File: src/inc/pcstk_pkg.sv
// Package for the program counter and return stack block.
// Assumes a single clock domain and an AXI4-Lite register port.
`default_nettype none
package pcstk_pkg;

	// ----------------------------------------------------------------
	// Register word indices (byte address is four times the index)
	// ----------------------------------------------------------------
	localparam logic [11:0] IDX_STATUS_SHADOW       = 12'hFE4;
	localparam logic [11:0] IDX_WORKING_REG_SHADOW  = 12'hFE5;
	localparam logic [11:0] IDX_BANK_SELECT_SHADOW  = 12'hFE6;
	localparam logic [11:0] IDX_PC_LATCH_SHADOW     = 12'hFE7;
	localparam logic [11:0] IDX_POINTER0_LOW_SHADOW = 12'hFE8;
	localparam logic [11:0] IDX_POINTER0_HIGH_SHADOW = 12'hFE9;
	localparam logic [11:0] IDX_POINTER1_LOW_SHADOW = 12'hFEA;
	localparam logic [11:0] IDX_POINTER1_HIGH_SHADOW = 12'hFEB;
	localparam logic [11:0] IDX_STACK_INDEX         = 12'hFED;
	localparam logic [11:0] IDX_TOP_ENTRY_LOW       = 12'hFEE;
	localparam logic [11:0] IDX_TOP_ENTRY_HIGH      = 12'hFEF;
	// Block's own registers
	localparam logic [11:0] IDX_PC_LOW_BYTE         = 12'hF00;
	localparam logic [11:0] IDX_PC_HIGH_LATCH       = 12'hF01;
	localparam logic [11:0] IDX_PC_UPPER_BITS       = 12'hF02;
	localparam logic [11:0] IDX_CONTROL             = 12'hF03;
	localparam logic [11:0] IDX_POWER_CONTROL_STATUS = 12'hF04;
	// Start of the debug-only top bank, and the unused word between the shadows and the stack window
	localparam logic [11:0] IDX_DEBUG_BANK          = 12'hF80;
	localparam logic [11:0] IDX_UNUSED_GAP          = 12'hFEC;

	// ----------------------------------------------------------------
	// Field positions and reset values
	// ----------------------------------------------------------------
	localparam int          CTRL_FAULT_RESET_BIT = 0;
	localparam int          CTRL_DEBUG_BIT       = 1;
	localparam int          PWR_STATUS_OVF_BIT   = 0;
	localparam int          PWR_STATUS_UNF_BIT   = 1;
	localparam logic [4:0]  STACK_INDEX_RESET    = 5'h1F;
	localparam logic [14:0] PC_RESET             = 15'h0000;
	localparam logic [1:0]  RESP_OKAY            = 2'h0;
	localparam logic [1:0]  RESP_SLVERR          = 2'h2;

	// ----------------------------------------------------------------
	// Core command carrier
	// ----------------------------------------------------------------
	typedef enum logic [3:0]
	{
		PCSTK_OP_NONE,
		PCSTK_OP_STEP,
		PCSTK_OP_WRITE_LOW,
		PCSTK_OP_CALL,
		PCSTK_OP_CALL_WORKING,
		PCSTK_OP_BRANCH_WORKING,
		PCSTK_OP_BRANCH_LITERAL,
		PCSTK_OP_VECTOR,
		PCSTK_OP_RETURN
	} pcstk_op_type;

	typedef struct packed
	{
		pcstk_op_type op;
		logic [10:0]  operand;     // call target or signed 9-bit offset
		logic [7:0]   value;       // working reg or low-byte result
		logic [14:0]  vector;      // interrupt vector address
	} pcstk_cmd_type;

	typedef struct packed
	{
		logic [7:0] status;
		logic [7:0] working;
		logic [7:0] bank;
		logic [7:0] latch;
		logic [7:0] p0_low;
		logic [7:0] p0_high;
		logic [7:0] p1_low;
		logic [7:0] p1_high;
	} pcstk_context_type;

endpackage
`default_nettype wire

File: src/core/pcstk_core.sv
// Program counter sequencing, 16-entry return stack and context shadows.
// Assumes the decoder issues at most one command per clock and that the
// AXI4-Lite master keeps one write and one read in flight at a time.
//
// The AXI4-Lite interface to the registers was chosen for this implementation.
`timescale 1ns/1ps
`default_nettype none

// How it works
// 15-bit counter, low byte readable and writable
// Upper seven bits only via high latch
// Any reset clears the counter
// Low-byte write loads upper bits from latch
// Call: operand 10:0, latch 6:3 above
// Register call: working reg low, latch high
// Relative branch adds unsigned working reg
// Literal branch adds signed nine-bit offset
// Sixteen 15-bit entries, own address space
// Push on calls and vectors, pop on returns
// Push and pop leave latch alone
// Fault reset off: stack wraps circularly
// Overflow, underflow flags set on faults always
// Fault reset on: reset and flag status
// Top entry pair shows pointer-selected entry
// Five-bit stack pointer detects faults
// Push increments first, pop reads first
// Software adjusts pointer carefully with interrupts
// Shadow copies of core context registers
// Top bank reserved to debug, shadows and stack window excepted
// Sequential fetch increments counter, wraps
module pcstk_core
	import pcstk_pkg::*;
#(
	parameter int DEPTH = 16
)
(
	// Clock and reset
	input  wire logic          aclk,
	input  wire logic          aresetn,
	// Core side
	input  wire pcstk_cmd_type cmd,
	input  wire logic          save_context,
	input  wire pcstk_context_type live_context,
	output logic [14:0]        pc,
	output logic               fault_reset,
	// AXI4-Lite write address
	input  wire logic [31:0]   s_axi_awaddr,
	input  wire logic          s_axi_awvalid,
	output logic               s_axi_awready,
	// AXI4-Lite write data
	input  wire logic [31:0]   s_axi_wdata,
	input  wire logic [3:0]    s_axi_wstrb,
	input  wire logic          s_axi_wvalid,
	output logic               s_axi_wready,
	// AXI4-Lite write response
	output logic [1:0]         s_axi_bresp,
	output logic               s_axi_bvalid,
	input  wire logic          s_axi_bready,
	// AXI4-Lite read address
	input  wire logic [31:0]   s_axi_araddr,
	input  wire logic          s_axi_arvalid,
	output logic               s_axi_arready,
	// AXI4-Lite read data
	output logic [31:0]        s_axi_rdata,
	output logic [1:0]         s_axi_rresp,
	output logic               s_axi_rvalid,
	input  wire logic          s_axi_rready
);

	// ----------------------------------------------------------------
	// State
	// ----------------------------------------------------------------
	// Entry storage has no reset: stale return addresses are harmless
	logic [14:0]       stack_mem [DEPTH];
	logic [4:0]        stack_index;
	logic [6:0]        pc_high_latch;
	logic              fault_reset_enable;
	logic              debug_mode;
	logic              stack_overflow_flag;
	logic              stack_underflow_flag;
	pcstk_context_type shadow;
	// Parked halves of a write
	logic [31:0]       aw_addr;
	logic              aw_held;
	logic [31:0]       w_data;
	logic [3:0]        w_strb;
	logic              w_held;

	// Word index of a byte address; bits above 13 are ignored, so the map
	// repeats every 16 KB of address space
	function automatic logic [11:0] word_index(input logic [31:0] a);
		word_index = a[13:2];
	endfunction

	// The top bank is debug only, except for the shadows and the stack
	// window, which user code must reach as well
	function automatic logic allowed(input logic [11:0] idx, input logic dbg);
		allowed = dbg || idx < IDX_DEBUG_BANK
			|| (idx >= IDX_STATUS_SHADOW && idx <= IDX_TOP_ENTRY_HIGH && idx != IDX_UNUSED_GAP);
	endfunction

	// ----------------------------------------------------------------
	// Write channel capture (address and data in either order)
	// ----------------------------------------------------------------
	logic        wr_fire;
	logic [11:0] wr_idx;
	logic        wr_ok;
	// A write commits in the cycle after both halves are parked
	assign wr_fire = aw_held && w_held && !s_axi_bvalid;
	assign wr_idx  = word_index(aw_addr);
	assign wr_ok   = allowed(wr_idx, debug_mode) && w_strb[0];

	// Address and data are parked separately; the response fires once
	// both are in, so a master may offer them in either order
	always_ff @(posedge aclk)
	begin
		if (!aresetn)
		begin
			aw_held       <= 1'b0;
			w_held        <= 1'b0;
			aw_addr       <= 32'h0000_0000;
			w_data        <= 32'h0000_0000;
			w_strb        <= 4'h0;
			s_axi_awready <= 1'b0;
			s_axi_wready  <= 1'b0;
			s_axi_bvalid  <= 1'b0;
			s_axi_bresp   <= RESP_OKAY;
		end
		else
		begin
			s_axi_awready <= !aw_held && !s_axi_awready && s_axi_awvalid;
			s_axi_wready  <= !w_held && !s_axi_wready && s_axi_wvalid;
			if (s_axi_awvalid && s_axi_awready)
			begin
				aw_held <= 1'b1;
				aw_addr <= s_axi_awaddr;
			end
			if (s_axi_wvalid && s_axi_wready)
			begin
				w_held <= 1'b1;
				w_data <= s_axi_wdata;
				w_strb <= s_axi_wstrb;
			end
			if (wr_fire)
			begin
				aw_held      <= 1'b0;
				w_held       <= 1'b0;
				s_axi_bvalid <= 1'b1;
				s_axi_bresp  <= allowed(wr_idx, debug_mode) ? RESP_OKAY : RESP_SLVERR;
			end
			else if (s_axi_bvalid && s_axi_bready)
				s_axi_bvalid <= 1'b0;
		end
	end

	// ----------------------------------------------------------------
	// Stack pointer arithmetic
	// ----------------------------------------------------------------
	logic       is_push;
	logic       is_pop;
	logic [4:0] next_index_push;
	logic [4:0] next_index_pop;
	logic       push_fault;
	logic       pop_fault;
	logic [3:0] slot;
	// Pushes wrap the pointer inside sixteen slots; bit 4 only marks empty
	assign is_push = cmd.op == PCSTK_OP_CALL || cmd.op == PCSTK_OP_CALL_WORKING
		|| cmd.op == PCSTK_OP_VECTOR;
	assign is_pop  = cmd.op == PCSTK_OP_RETURN;
	assign next_index_push = stack_index + 5'h01;
	assign next_index_pop  = stack_index - 5'h01;
	// Index 15 is the top level; 31 means empty
	assign push_fault = is_push && stack_index == 5'h0F;
	assign pop_fault  = is_pop && stack_index == 5'h1F;
	// Slot named by the pointer, used by pops and the software window
	assign slot = stack_index[3:0];

	// ----------------------------------------------------------------
	// Program counter (software write of low byte counts as R4 too)
	// ----------------------------------------------------------------
	logic [14:0] pc_plus1;
	logic        sw_pcl_write;
	// Incremented counter, also the base of both relative branches
	assign pc_plus1 = pc + 15'h0001;
	// A bus write to the low byte acts like a core write to it
	assign sw_pcl_write = wr_fire && wr_ok && wr_idx == IDX_PC_LOW_BYTE;

	// A software low-byte write beats a core command in the same cycle;
	// a fault reset beats both, so the counter restarts at zero
	always_ff @(posedge aclk)
	begin
		if (!aresetn || fault_reset)
			pc <= PC_RESET;
		else if (sw_pcl_write)
			pc <= {pc_high_latch, w_data[7:0]};
		else
		begin
			case (cmd.op)
				PCSTK_OP_STEP:           pc <= pc_plus1;
				PCSTK_OP_WRITE_LOW:      pc <= {pc_high_latch, cmd.value};
				PCSTK_OP_CALL:           pc <= {pc_high_latch[6:3], cmd.operand};
				PCSTK_OP_CALL_WORKING:   pc <= {pc_high_latch, cmd.value};
				PCSTK_OP_BRANCH_WORKING: pc <= pc_plus1 + {7'h00, cmd.value};
				PCSTK_OP_BRANCH_LITERAL: pc <= pc_plus1 + {{6{cmd.operand[8]}}, cmd.operand[8:0]};
				PCSTK_OP_VECTOR:         pc <= cmd.vector;
				PCSTK_OP_RETURN:         pc <= stack_mem[slot];
				default:                 pc <= pc;
			endcase
		end
	end

	// ----------------------------------------------------------------
	// Return stack and pointer
	// ----------------------------------------------------------------
	logic [14:0] push_value;
	// A vector saves the address it interrupted; calls save the next one
	assign push_value = (cmd.op == PCSTK_OP_VECTOR) ? pc : pc_plus1;

	// Core pushes and pops win over software pointer or entry writes in
	// the same cycle, so the return path is never corrupted by the bus
	always_ff @(posedge aclk)
	begin
		if (!aresetn || fault_reset)
			stack_index <= STACK_INDEX_RESET;
		else if (is_push)
		begin
			stack_index <= {1'b0, next_index_push[3:0]};
			stack_mem[next_index_push[3:0]] <= push_value;
		end
		else if (is_pop)
			stack_index <= next_index_pop;
		else if (wr_fire && wr_ok)
		begin
			// Software moves the pointer, then reaches the selected entry
			if (wr_idx == IDX_STACK_INDEX)
				stack_index <= w_data[4:0];
			else if (wr_idx == IDX_TOP_ENTRY_LOW)
				stack_mem[slot][7:0] <= w_data[7:0];
			else if (wr_idx == IDX_TOP_ENTRY_HIGH)
				stack_mem[slot][14:8] <= w_data[6:0];
		end
	end

	// ----------------------------------------------------------------
	// Fault flags and fault reset pulse
	// ----------------------------------------------------------------
	// The pulse lasts one cycle: by the next edge the pointer has left
	// the fault position, so the condition cannot repeat by itself
	always_ff @(posedge aclk)
	begin
		if (!aresetn)
		begin
			stack_overflow_flag  <= 1'b0;
			stack_underflow_flag <= 1'b0;
			fault_reset          <= 1'b0;
		end
		else
		begin
			// Hardware set wins over a software clear in the same cycle
			if (push_fault)
				stack_overflow_flag <= 1'b1;
			else if (wr_fire && wr_ok && wr_idx == IDX_POWER_CONTROL_STATUS && !w_data[PWR_STATUS_OVF_BIT])
				stack_overflow_flag <= 1'b0;
			if (pop_fault)
				stack_underflow_flag <= 1'b1;
			else if (wr_fire && wr_ok && wr_idx == IDX_POWER_CONTROL_STATUS && !w_data[PWR_STATUS_UNF_BIT])
				stack_underflow_flag <= 1'b0;
			// Pulse only with the option bit set; the flags are set regardless
			fault_reset <= fault_reset_enable && (push_fault || pop_fault);
		end
	end

	// ----------------------------------------------------------------
	// Configuration, high latch and shadows
	// ----------------------------------------------------------------
	// Shadows follow the live context whenever the core asks; a software
	// write to one shadow byte in that same cycle takes precedence
	always_ff @(posedge aclk)
	begin
		if (!aresetn)
		begin
			pc_high_latch      <= 7'h00;
			fault_reset_enable <= 1'b0;
			debug_mode         <= 1'b0;
			shadow             <= '0;
		end
		else
		begin
			if (save_context)
				shadow <= live_context;
			// The latch is never touched by stack traffic
			if (wr_fire && wr_ok)
			begin
				case (wr_idx)
					IDX_PC_HIGH_LATCH:        pc_high_latch <= w_data[6:0];
					IDX_CONTROL:
					begin
						fault_reset_enable <= w_data[CTRL_FAULT_RESET_BIT];
						debug_mode         <= w_data[CTRL_DEBUG_BIT];
					end
					IDX_STATUS_SHADOW:        shadow.status  <= w_data[7:0];
					IDX_WORKING_REG_SHADOW:   shadow.working <= w_data[7:0];
					IDX_BANK_SELECT_SHADOW:   shadow.bank    <= w_data[7:0];
					IDX_PC_LATCH_SHADOW:      shadow.latch   <= w_data[7:0];
					IDX_POINTER0_LOW_SHADOW:  shadow.p0_low  <= w_data[7:0];
					IDX_POINTER0_HIGH_SHADOW: shadow.p0_high <= w_data[7:0];
					IDX_POINTER1_LOW_SHADOW:  shadow.p1_low  <= w_data[7:0];
					IDX_POINTER1_HIGH_SHADOW: shadow.p1_high <= w_data[7:0];
					default:                  fault_reset_enable <= fault_reset_enable;
				endcase
			end
		end
	end

	// ----------------------------------------------------------------
	// Read channel: one-cycle lookup, data held until rready
	// ----------------------------------------------------------------
	// Byte-wide lookup for the read channel; unmapped words outside the
	// debug bank read as zero
	function automatic logic [7:0] read_reg(input logic [11:0] idx);
		case (idx)
			IDX_PC_LOW_BYTE:          read_reg = pc[7:0];
			IDX_PC_HIGH_LATCH:        read_reg = {1'b0, pc_high_latch};
			IDX_CONTROL:              read_reg = {6'h00, debug_mode, fault_reset_enable};
			IDX_POWER_CONTROL_STATUS: read_reg = {6'h00, stack_underflow_flag, stack_overflow_flag};
			IDX_STATUS_SHADOW:        read_reg = shadow.status;
			IDX_WORKING_REG_SHADOW:   read_reg = shadow.working;
			IDX_BANK_SELECT_SHADOW:   read_reg = shadow.bank;
			IDX_PC_LATCH_SHADOW:      read_reg = shadow.latch;
			IDX_POINTER0_LOW_SHADOW:  read_reg = shadow.p0_low;
			IDX_POINTER0_HIGH_SHADOW: read_reg = shadow.p0_high;
			IDX_POINTER1_LOW_SHADOW:  read_reg = shadow.p1_low;
			IDX_POINTER1_HIGH_SHADOW: read_reg = shadow.p1_high;
			IDX_STACK_INDEX:          read_reg = {3'h0, stack_index};
			IDX_TOP_ENTRY_LOW:        read_reg = stack_mem[slot][7:0];
			IDX_TOP_ENTRY_HIGH:       read_reg = {1'b0, stack_mem[slot][14:8]};
			default:                  read_reg = 8'h00; // PC upper bits read as zero
		endcase
	endfunction

	// A read address is taken only while no answer is pending, so rdata
	// cannot change under a waiting master
	always_ff @(posedge aclk)
	begin
		if (!aresetn)
		begin
			s_axi_arready <= 1'b0;
			s_axi_rvalid  <= 1'b0;
			s_axi_rdata   <= 32'h0000_0000;
			s_axi_rresp   <= RESP_OKAY;
		end
		else
		begin
			s_axi_arready <= !s_axi_arready && !s_axi_rvalid && s_axi_arvalid;
			if (s_axi_arvalid && s_axi_arready)
			begin
				s_axi_rvalid <= 1'b1;
				if (allowed(word_index(s_axi_araddr), debug_mode))
				begin
					s_axi_rdata <= {24'h000000, read_reg(word_index(s_axi_araddr))};
					s_axi_rresp <= RESP_OKAY;
				end
				else
				begin
					// Refused reads return zero with an error response
					s_axi_rdata <= 32'h0000_0000;
					s_axi_rresp <= RESP_SLVERR;
				end
			end
			else if (s_axi_rvalid && s_axi_rready)
				s_axi_rvalid <= 1'b0;
		end
	end

endmodule
`default_nettype wire

File: config.mk
export PLATFORM = sky130hd
export DESIGN_NAME = pcstk_core
export DESIGN_NICKNAME = d
export VERILOG_FILES = /design/src/inc/pcstk_pkg.sv /design/src/core/pcstk_core.sv
export SDC_FILE = /design/constraint.sdc
export NUM_CORES = 1
export LEC_CHECK = 0
export BUFFER_PORTS_ARGS = -buffer_cell sky130_fd_sc_hd__buf_2
export CORE_MARGIN = 5
export CORE_UTILIZATION = 60
export DETAILED_ROUTE_END_ITERATION = 10
export PLACE_DENSITY_LB_ADDON = 0.05
export SLEW_MARGIN = 5
export SYNTH_ARGS = -nofsm -noshare
export SYNTH_HDL_FRONTEND = slang
export SYNTH_SLANG_ARGS = --single-unit
File: constraint.sdc
create_clock -name aclk -period 5.83 [get_ports aclk]
set_clock_uncertainty 0.1 [all_clocks]
set_input_delay 0.583 -clock aclk [delete_from_list [all_inputs] [get_ports aclk]]
set_output_delay 0.583 -clock aclk [all_outputs]
set_load 0.01 [all_outputs]
After elaboration in Yosys (flattened, before gate mapping)
Memories as Yosys holds them, arrays and structs flattened. A register that Yosys moved wholly into a read port is not among the register bits.
Cells that the tools add are included.
Cells by class
  bitwise logic cells: 1
  $lt $le $gt $ge: 6
  add/subtract/negate cells: 5
  reduce and logical (&&, ||, !) cells: 57
  mux-type cells: 52
  equality and inequality tests: 42
Operators with widths (number)
  equality test 12 bit (second input constant): 30
  two-way mux 64 bit: 2
  case mux 8 bit (15 select lines): 1
  case mux 15 bit (7 select lines): 1
  two-way mux 8 bit: 9
  two-way mux 15 bit: 3
  logical AND 1 bit: 26
  two-way mux 1 bit: 26
  >= comparator 12 bit (second input constant): 2
  less-or-equal comparator 12 bit (second input constant): 2
  less-than comparator 12 bit (second input constant): 2
  inequality test 12 bit (second input constant): 2
  two-way mux 5 bit: 4
  equality test 4 x 3 -> 1 bit (second input constant): 4
  adder 15 x 1 -> 15 bit (second input constant): 1
  adder 15 bit: 1
  adder 15 x 8 -> 15 bit: 1
  OR reduction 15 bit: 1
  two-way mux 4 bit: 3
  zero test 1 bit: 10
  equality test 4 x 2 -> 1 bit (second input constant): 2
  logical OR 1 bit: 8
  nonzero test 2 bit: 4
  nonzero test 8 bit: 1
  11 further kinds: 17
Storage, ports and cells
  bits in registers: 162
  memories kept: 1
  bits in writable memories: 240
  word-level logic and storage cells: 193
  input port bits: 210
  output and inout bits: 57
Memory list
  stack_mem: words 16, width 15, read ports 1, clocked after Yosys merged registers in 1, wr ports 1, RTL line pcstk_core.sv:74  | logic [14:0] stack_mem [DEPTH];

Longest topological paths before layout
Gate-level depths: netlist of the first run.
  depth after elaboration: 13
  mapped depth: 13
  gate-level depth less buffers: 11

Worst setup path after synthesis of the first run
Ideal clock, no wire load.
  path kind: input -> register
  from: input port cmd[37] (netlist bit)
  to: register pc[10]
  required time: 5.614 ns
  stages on the path: 12
  library setup time: 0.116 ns
  path buffers: 2
  arrival time: 3.275 ns
  path slack: 2.339 ns
  path through: buf_2 nor4bb_1 clkbuf_1 mux2_2 ha_1 fa_1 a21o_1 nand4_1 nand2_1 a2111oi_0 nor3_1 o211a_1
Between the ends
  word-level cells in the longest chain between the ends: 4
  elaborated cells on any way between the ends: 12
  those cells by class: eq/ne (8); mux (2); reduce/logical (2)
Ends and longest elaborated chain
  start, declared: RTL line pcstk_core.sv:41  | input wire pcstk_cmd_type cmd,
  equality test 4 x 3 -> 1 bit or equality test 4 x 2 -> 1 bit (tied branches): RTL line pcstk_core.sv:198  | case (cmd.op)
  OR reduction 2 bit (no line)
  case mux 15 bit (7 select lines): RTL line pcstk_core.sv:198
  two-way mux 15 bit: RTL line pcstk_core.sv:194  | else if (sw_pcl_write)
  end signal, assigned: RTL line pcstk_core.sv:195  | pc <= {pc_high_latch, w_data[7:0]};
  end signal, assigned: RTL line pcstk_core.sv:199  | PCSTK_OP_STEP: pc <= pc_plus1;
  end signal, assigned: RTL line pcstk_core.sv:200  | PCSTK_OP_WRITE_LOW: pc <= {pc_high_latch, cmd.value};
  end, declared: RTL line pcstk_core.sv:44  | output logic [14:0] pc,
Several ways; a longest one is shown, not always the timed one.
A chain may end at the register's enable or synchronous reset.

Worst setup path after layout of the first run
  from: register pc[1]
  to: register pc[11]
Between the ends
  word-level cells in the longest chain between the ends: 4
  elaborated cells on any way between the ends: 5
  those cells by class: add/sub (3); mux (2)
Ends and longest elaborated chain
  adder 15 x 1 -> 15 bit *: RTL line pcstk_core.sv:184  | assign pc_plus1 = pc + 15'h0001;
  adder 15 bit or adder 15 x 8 -> 15 bit (tied branches): RTL line pcstk_core.sv:204, pcstk_core.sv:203
  case mux 15 bit (7 select lines) *: RTL line pcstk_core.sv:198
  two-way mux 15 bit *: RTL line pcstk_core.sv:194
Mark *: on every way between the ends. The rest lies on a longest branch, timed or not.

==> flow_summary.json, run 1 <==
{
  "num_vias": 14420,
  "cts_setup_buffers": 0,
  "ys_warn_count": 0,
  "final_cell_count_no_fill": 2202,
  "r2r_cells": 11,
  "area_growth_pct": 11.4,
  "cts_tree": "done",
  "crit_start": "pc[1]$_SDFFE_PP0P_",
  "drive_gt1_share_pct": 19.0,
  "async_flop_share_pct": 0,
  "status": "completed",
  "leakage_uw": 0.00838,
  "hold_buffers": 0,
  "clk_latency_ps": 550,
  "place_inst": 2128,
  "nNetsFinal": 1996,
  "fmax_mhz": 258,
  "cts_resized": 0,
  "drc": 0,
  "critical_path.endpoint": "pc[11]$_SDFFE_PP0P_",
  "cp_num_buf_inv": 1,
  "die_w_um": 188,
  "timing.final.crit_share_pct": 66.6,
  "ys_ff_latch": 378,
  "antenna_found_initial": 6,
  "reg2reg_to": "pc[11]$_SDFFE_PP0P_",
  "grt_use_total_pct": 30.0,
  "worstMarginPinSlew_ps": 1180,
  "synth_edf_count": 240,
  "dpl.hpwl_um": 39300,
  "synth_top_cell_area_share_pct": 37.8,
  "gp_congestion": 1.00,
  "crit_cells": 11,
  "core_area_mm2": 0.0315,
  "cp.required_ps": 6100,
  "cp-end-kind": "flip-flop",
  "numPortBuffers": 173,
  "path_class": "reg -> reg",
  "grt_max_degree": 112,
  "grt_pass1_vias": 13700,
  "ir_drop_v": 0.000317,
  "max_stage_delay_ps": 620,
  "rsz0062_at_grt": "false",
  "die-area_mm2": 0.0355,
  "synth.top_cells.by_area": "edfxtp_1 (38%), dfxtp_1 (14%), mux4_2 (7.1%)",
  "synth_cell_types": 84,
  "p_per_area_mw_per_mm2": 289,
  "start_util_pct": 60.7,
  "avgSynthCellArea_um2": 11.6,
  "maxSlewViolCount": 0,
  "hold_violations": 0,
  "cts_sinks": 378,
  "worstPathCellList": "ha_1 -> inv_1 -> or3_1 -> xnor2_1 -> ha_1 -> o21a_1 -> o21ai_0 -> o21a_1 -> a21oi_1 -> o21ai_0 -> a221oi_1",
  "die_h_um": 188,
  "min_period_ps": 3880,
  "cts_htree_levels": 2,
  "hp-class": "in -> reg",
  "maxSlewHeadroom_pct": 20.6,
  "viasPerCell": 6.55,
  "crit_path_top_delay_cell": "dfxtp_1",
  "fillers": 2363,
  "arrival_ps": 4160,
  "synth.most_common_cell": "edfxtp_1",
  "synth_ff_type": "edfxtp_1",
  "routed_wl_um": 55300,
  "setup_viol": 0,
  "synth_top_cell_by_area": "edfxtp_1",
  "ys_seq_area_share_pct": 52.2,
  "root_buffer": "clkbuf_16",
  "startpoint_type": "flip-flop",
  "maxCapViolCount": 0,
  "netlist_area_mm2": 0.0191,
  "numCtsBuffers": 39,
  "ant_nets": 0,
  "num_rows": 65,
  "grt-ovfl-total": 0,
  "reg2reg_slack_ps": 1950,
  "drt_iter0_markers": 1701,
  "synth_top_cells_by_count": "edfxtp_1 (240), nand2_1 (215), dfxtp_1 (138)",
  "setup_tns_ps": 0,
  "grt_pass1_wl_um": 82500,
  "dr.pass1.iters": 6,
  "critPathMaxFanout": 8,
  "cts_buffer_depth": 3,
  "crit_family": "compound AO/OA/AOI/OAI gates",
  "syn_inst": 1645,
  "cts.reportedPaths.clkPinSlew_ps": 60,
  "wire_per_inst_um": 25.1,
  "ioPinCount": 267,
  "reg2reg_from": "pc[1]$_SDFFE_PP0P_"
}
[per-layer routing]
metal  global-route usage, %  wire length, µm
met5                       0               21
met2                    48.8            26100
met4                    11.3             2110
met1                    41.7            22600
met3                    4.19             4470
[stage by stage]
step	setup WS [ps]	power (µW)	area (µm²)	util, %	hold WS (ps)
2_1_floorplan	2340	3550	19200	-	324
3_3_place_gp	1780	3790	20000	63.6	332
3_5_place_dp	1680	3800	20000	63.6	357
4_1_cts	2090	6160	21200	67.4	186
5_1_grt	1830	6360	21300	67.5	205
6_report	1950	6150	21300	67.5	193
[layout make-up]
class	instances	area [µm²]	share of cell area [%]
inverters	18	67.6	0.318
multi-input cells	1139	8480	39.9
flip-flops and latches	378	9970	46.9
diodes	4	10.0	0.0471
clock buffers	52	1070	5.01
clock inverters	17	150	0.706
repair buffers	192	1010	4.76
well taps	402	503	2.37
[where the power goes]
group | internal, µW | switching (µW)
logic | 302 | 432
clock network | 1340 | 1040
registers | 2930 | 105
[tightest hold or removal path, delay by kind of cell]
kind,cells,cell delay (ps)
buffers and inverters,1,100
AOI/OAI and AO/OA,1,60
and+or+nand+nor,1,40
[registers in the layout (all words and copies together), names as in the netlist, 5 cells and up, named ones only]
signal	count
stack_mem	240
shadow	64
pc	15
aw_addr	12
s_axi_rdata	8
w_data	8
pc_high_latch	7
stack_index	5
[cell usage in the layout, fill, tap and decap left out, drive strengths merged, types with 16 or more instances in the layout]
| cell type | Yosys | final |
|---|---|---|
| mux2i | 82 | 82 |
| xor2 | 17 | 17 |
| dfxtp | 138 | 138 |
| nand2 | 215 | 215 |
| edfxtp | 240 | 240 |
| nor4 | 16 | 16 |
| o21ai | 62 | 62 |
| o211a | 66 | 66 |
| xnor2 | 25 | 25 |
| nor2 | 89 | 89 |
| inv | 18 | 20 |
| nand2b | 17 | 17 |
| nand4 | 20 | 20 |
| ha | 17 | 17 |
| nor3 | 30 | 30 |
| conb | 1 | 26 |
| nand3 | 32 | 32 |
| a21boi | 26 | 26 |
| and3 | 17 | 17 |
| nor2b | 22 | 22 |
| buf | 59 | 192 |
| clkbuf | 76 | 52 |
| mux4 | 65 | 65 |
| a211oi | 18 | 18 |
| a22oi | 49 | 49 |
| a21oi | 59 | 59 |
[kinds of logic (layout without fill, tap and decap cells)]
kind of cell               count (synthesis)  count (layout)  share of synthesized area [%]
and+or+nand+nor                          512             512                           13.1
AOI/OAI and AO/OA                        384             384                           14.9
DFF                                      378             378                           52.2
muxes                                    157             157                           12.7
buffers and inverters                    153             279                           3.95
xor gates and xnor gates                  42              42                           1.93
adders and majority gates                 18              18                           1.22
other                                      1              30                         0.0196
[how the worst min path moves through the flow]
| stage | slack (ps) | startpoint | endpoint | depth (start not counted) |
|---|---|---|---|---|
| after floorplan | 320 | fault_reset_enable$_SDFFE_PN0P_ | fault_reset$_SDFF_PN0_ | 2 |
| after global placement | 330 | s_axi_rvalid$_SDFFE_PN0P_ | s_axi_arready$_SDFF_PN0_ | 1 |
| after detailed placement | 360 | s_axi_rvalid$_SDFFE_PN0P_ | s_axi_arready$_SDFF_PN0_ | 1 |
| after CTS | 190 | s_axi_awaddr[10] | aw_addr[10]$_SDFFE_PN0P_ | 3 |
| after global routing | 200 | s_axi_awaddr[11] | aw_addr[11]$_SDFFE_PN0P_ | 3 |
| final | 190 | s_axi_awaddr[10] | aw_addr[10]$_SDFFE_PN0P_ | 3 |
Power figures use the tool's default switching activity.
==> run 2, diff against run 1 <==
- CORE_UTILIZATION: 60 -> 58
- clock period: 5.83 -> 3.8 ns (I/O delays scaled with it)
==> flow_summary.json, run 2 (synthesized netlist as in run 1, its figures left out) <==
{
  "status": "completed",
  "grt-ovfl-total": 0,
  "top_regs": "stack_mem x240, shadow x64, pc x15",
  "place_inst": 2221,
  "critPathMaxFanout": 11,
  "maxCapViolCount": 0,
  "setup_viol": 0,
  "num_rows": 66,
  "ir_drop_v": 0.000410,
  "final_common_cell": "edfxtp_1",
  "arrival_ps": 3790,
  "largest_register_ffs": 240,
  "p_per_area_mw_per_mm2": 439,
  "drt_iter0_markers": 1482,
  "grt_use_total_pct": 30.2,
  "maxSlewViolCount": 0,
  "cp.required_ps": 4150,
  "start_util_pct": 58.7,
  "wire_per_inst_um": 24.4,
  "num_vias": 14623,
  "dr.pass1.iters": 6,
  "clk_latency_ps": 550,
  "antenna_found_initial": 1,
  "min-delay-start": "s_axi_wstrb[0]",
  "grt_pass1_wl_um": 84400,
  "reg2reg_from": "pc[2]$_SDFFE_PP0P_",
  "rsz0062_at_grt": "false",
  "cts_sinks": 378,
  "gp_congestion": 0.992,
  "timing.final.crit_share_pct": 90.4,
  "crit_start": "pc[2]$_SDFFE_PP0P_",
  "viasPerCell": 6.36,
  "cp-end-kind": "flip-flop",
  "final_cell_count_no_fill": 2300,
  "hold_ws_ps": 11.6,
  "routed_wl_um": 56200,
  "r2r_cells": 11,
  "cts_buffer_depth": 3,
  "reg2reg_slack_ps": 360,
  "cts_resized": 0,
  "core_area_mm2": 0.0325,
  "grt_max_degree": 88,
  "numCtsBuffers": 40,
  "ant_nets": 0,
  "fmax_mhz": 291,
  "maxSlewHeadroom_pct": 16.2,
  "die-area_mm2": 0.0366,
  "leakage_uw": 0.00871,
  "numPortBuffers": 173,
  "nNetsFinal": 2056,
  "die_h_um": 191,
  "drc": 0,
  "worstMarginPinSlew_ps": 1260,
  "die_w_um": 191,
  "hp-class": "in -> reg",
  "setup_tns_ps": 0,
  "dpl.hpwl_um": 40300,
  "area_growth_pct": 14.4,
  "startpoint_type": "flip-flop",
  "cts_htree_levels": 2,
  "root_buffer": "clkbuf_16",
  "grt_pass1_vias": 14127,
  "holdPathEnd": "w_strb[0]$_SDFFE_PN0P_",
  "holdPathStages": 3,
  "hold_violations": 0,
  "ioPinCount": 267,
  "min_period_ps": 3440,
  "path_class": "reg -> reg",
  "final_cell_mix": "edfxtp_1 (240), nand2_1 (215), buf_2 (172)",
  "top_register": "stack_mem",
  "reg2reg_to": "pc[13]$_SDFFE_PP0P_",
  "cts_tree": "done",
  "cts.reportedPaths.clkPinSlew_ps": 60,
  "drive_gt1_share_pct": 21.2,
  "fin_util_pct": 67.1
}
run 2: final cells by class:
| cell class | count | area, µm² |
|---|---|---|
| clock inverter | 18 | 194 |
| inverter | 18 | 67.6 |
| timing repair buffer | 251 | 1500 |
| sequential | 378 | 9970 |
| antenna | 3 | 7.51 |
| clock buffer | 51 | 1070 |
| multi-input combinational | 1139 | 8470 |
| fill | 2507 | 10700 |
| tap | 442 | 553 |
run 2: worst max-delay path by stage:
stage	depth (start not counted)	slack (ps)	endpoint
after global placement	12	360	pc[10]$_SDFFE_PP0P_
after floorplan	12	510	pc[10]$_SDFFE_PP0P_
final	11	360	pc[13]$_SDFFE_PP0P_
after CTS	6	450	stack_mem[6][1]$_DFFE_PP_
after global routing	6	220	stack_mem[0][7]$_DFFE_PP_
after detailed placement	12	250	pc[10]$_SDFFE_PP0P_
run 2: stage by stage:
step                total power, µW  cell area [µm²]  setup slack [ps]
finish                         9580            21800               365
global route                   9910            21800               216
CTS                            9600            21800               452
detailed placement             5870            20500               255
global placement               5840            20500               358
floorplan                      5440            19200               512
run 2: critical path, stage by stage, from the launching register on:
cell and delay [ps]:
dfxtp_1 590, and4_1 400, nand3_1 240, nor2_1 280, xor2_1 130, ha_1 400, inv_1 100, o31ai_1 430
nor3_1 100, a211o_1 300, a2bb2oi_1 150, o22ai_1 140
run 2: layer usage:
layer | vias up | part of all wire (%) | GRT usage (%)
met5 | - | 0 | 0
met4 | 0 | 3.6 | 9.39
met3 | 126 | 8.0 | 4.60
met2 | 719 | 48 | 50.0
met1 | 7158 | 41 | 41.5
li1 | 6620 | - | -
run 2: where the power goes:
group          switching (µW)  internal (µW)  total (µW)  leakage (µW)
clock                    1620           2150        3770      0.000615
sequential                114           4490        4610       0.00333
combinational             711            496        1210       0.00476
run 2: timing repair:
item	CTS	global route
hold endpoints to repair	7	0
hold buffers	7	0
setup buffers	0	0
==> run 3, diff against run 2 <==
- CORE_UTILIZATION: 58 -> 60
- CTS_BUF_LIST: not set -> sky130_fd_sc_hd__clkbuf_8
==> flow_summary.json, run 3 (synthesized netlist as in run 1, its figures left out) <==
{
  "dr.pass1.iters": 6,
  "drive_gt1_share_pct": 22.2,
  "num_rows": 65,
  "final_cell_mix": "edfxtp_1 (240), nand2_1 (215), buf_2 (172)",
  "grt_max_degree": 112,
  "top_register": "stack_mem",
  "gp_congestion": 0.946,
  "hold_violations": 0,
  "cts.reportedPaths.clkPinSlew_ps": 60,
  "pwr-share-clk_pct": 37.2,
  "ir_drop_v": 0.000493,
  "cts_resized": 0,
  "ioPinCount": 267,
  "power.net_switching_uw": 2430,
  "die_w_um": 188,
  "timing.final.crit_share_pct": 88.8,
  "nNetsFinal": 2097,
  "reg2reg_from": "w_held$_SDFFE_PP0P_",
  "numPortBuffers": 173,
  "setup_viol": 0,
  "reg2reg_slack_ps": 430,
  "critPathMaxFanout": 8,
  "clk_latency_ps": 610,
  "seq_power_share_pct": 49.7,
  "min-delay-start": "live_context[15]",
  "arrival_ps": 3500,
  "wire_per_inst_um": 24.3,
  "cts_buffer_depth": 3,
  "maxSlewViolCount": 0,
  "largest_register_ffs": 240,
  "drt_iter0_markers": 1648,
  "switching_share_pct": 26.2,
  "viasPerCell": 6.38,
  "hold_ws_ps": 18.9,
  "dpl.hpwl_um": 40400,
  "holdPathStages": 4,
  "antenna_found_initial": 0,
  "num_vias": 14804,
  "startpoint_type": "flip-flop",
  "rsz0062_at_grt": "false",
  "fillers": 2325,
  "die_h_um": 188,
  "finalWorstSetupSlack_ps": 425,
  "multi_input_area_mm2": 0.00847,
  "internal_power_uw": 6860,
  "cts_tree": "done",
  "p_per_area_mw_per_mm2": 423,
  "cts_htree_levels": 2,
  "root_buffer": "clkbuf_8",
  "maxCapViolCount": 0,
  "routed_wl_um": 56400,
  "cp-end-kind": "flip-flop",
  "grt_pass1_vias": 14582,
  "hp-class": "in -> reg",
  "core_area_mm2": 0.0315,
  "r2r_cells": 6,
  "min_period_ps": 3370,
  "ff_latch_area_mm2": 0.00997,
  "reg2reg_to": "stack_mem[6][1]$_DFFE_PP_",
  "ant_nets": 0,
  "grt-ovfl-total": 0,
  "holdPathEnd": "shadow[15]$_SDFF_PN0_",
  "top_regs": "stack_mem x240, shadow x64, pc x15",
  "numCtsBuffers": 59,
  "grt_use_total_pct": 31.2,
  "maxSlewHeadroom_pct": 15.2,
  "die-area_mm2": 0.0355,
  "combPwrFrac_pct": 13.1,
  "grt_pass1_wl_um": 85900,
  "final_common_cell": "edfxtp_1",
  "drc": 0,
  "cts_sinks": 378,
  "cp.required_ps": 3930,
  "setup_tns_ps": 0,
  "fmax_mhz": 296,
  "leakage_uw": 0.00888,
  "start_util_pct": 60.7,
  "dp_slack_ps": 367,
  "finalPower_uw": 9290,
  "status": "completed",
  "area_growth_pct": 15.0,
  "worstMarginPinSlew_ps": 1270,
  "path_class": "reg -> reg"
}
[run 3: critical path: stages, from the launching register on]
cell and delay (ps):
dfxtp_1 410, nand4b_1 280, nor4_4 510, nand3_1 290
nor2_2 320, a31oi_2 280, nor2_1 800
[run 3: repair_timing]
item,CTS,global route
setup buffers,0,0
hold buffers,27,0
endpoints found under the setup margin,0,0
endpoints found under the hold margin,27,0
[run 3: final cells by class]
class                           count  share of cell area (%)
Clock buffer                       75                    4.70
Multi-Input combinational cell   1139                    38.6
Tap cell                          402                    2.29
Antenna cell                        2                  0.0228
Sequential cell                   378                    45.4
Inverter                           18                   0.308
Timing Repair Buffer              273                    7.79
Clock inverter                     33                   0.877
[run 3: worst max-delay path by stage]
| stage | slack [ps] | end | start | cells past startpoint |
|---|---|---|---|---|
| floorplan | 510 | pc[10]$_SDFFE_PP0P_ | cmd[37] | 12 |
| global placement | 420 | pc[9]$_SDFFE_PP0P_ | cmd[35] | 11 |
| detailed placement | 370 | pc[10]$_SDFFE_PP0P_ | cmd[35] | 12 |
| CTS | 450 | pc[12]$_SDFFE_PP0P_ | pc[1]$_SDFFE_PP0P_ | 11 |
| global route | 190 | stack_mem[14][7]$_DFFE_PP_ | w_held$_SDFFE_PP0P_ | 6 |
| finish | 430 | stack_mem[6][1]$_DFFE_PP_ | w_held$_SDFFE_PP0P_ | 6 |
[run 3: per-layer routing]
layer	vias up	share of wire, %	GRT usage (%)
li1	6710	-	-
met1	7204	40	42.5
met2	758	48	51.8
met3	132	7.9	5.09
met4	0	3.5	10.1
met5	-	0	0
[run 3: per-stage QoR]
stage,instance area (µm²),std cells,utilization (%)
3_5_place_dp,20400,2183,65.0
4_1_cts,21900,2318,69.7
2_1_floorplan,19200,1670,-
6_report,22000,2320,69.8
5_1_grt,22000,2318,69.8
3_3_place_gp,20400,2183,65.0
[run 3: power by group through the flow]
stage	Clock, µW	Sequential (µW)	Combinational (µW)
floorplan	0	4630	814
global placement	0	4690	1150
detailed placement	0	4700	1170
CTS	3490	4610	1200
global route	3710	4620	1310
finish	3450	4610	1220
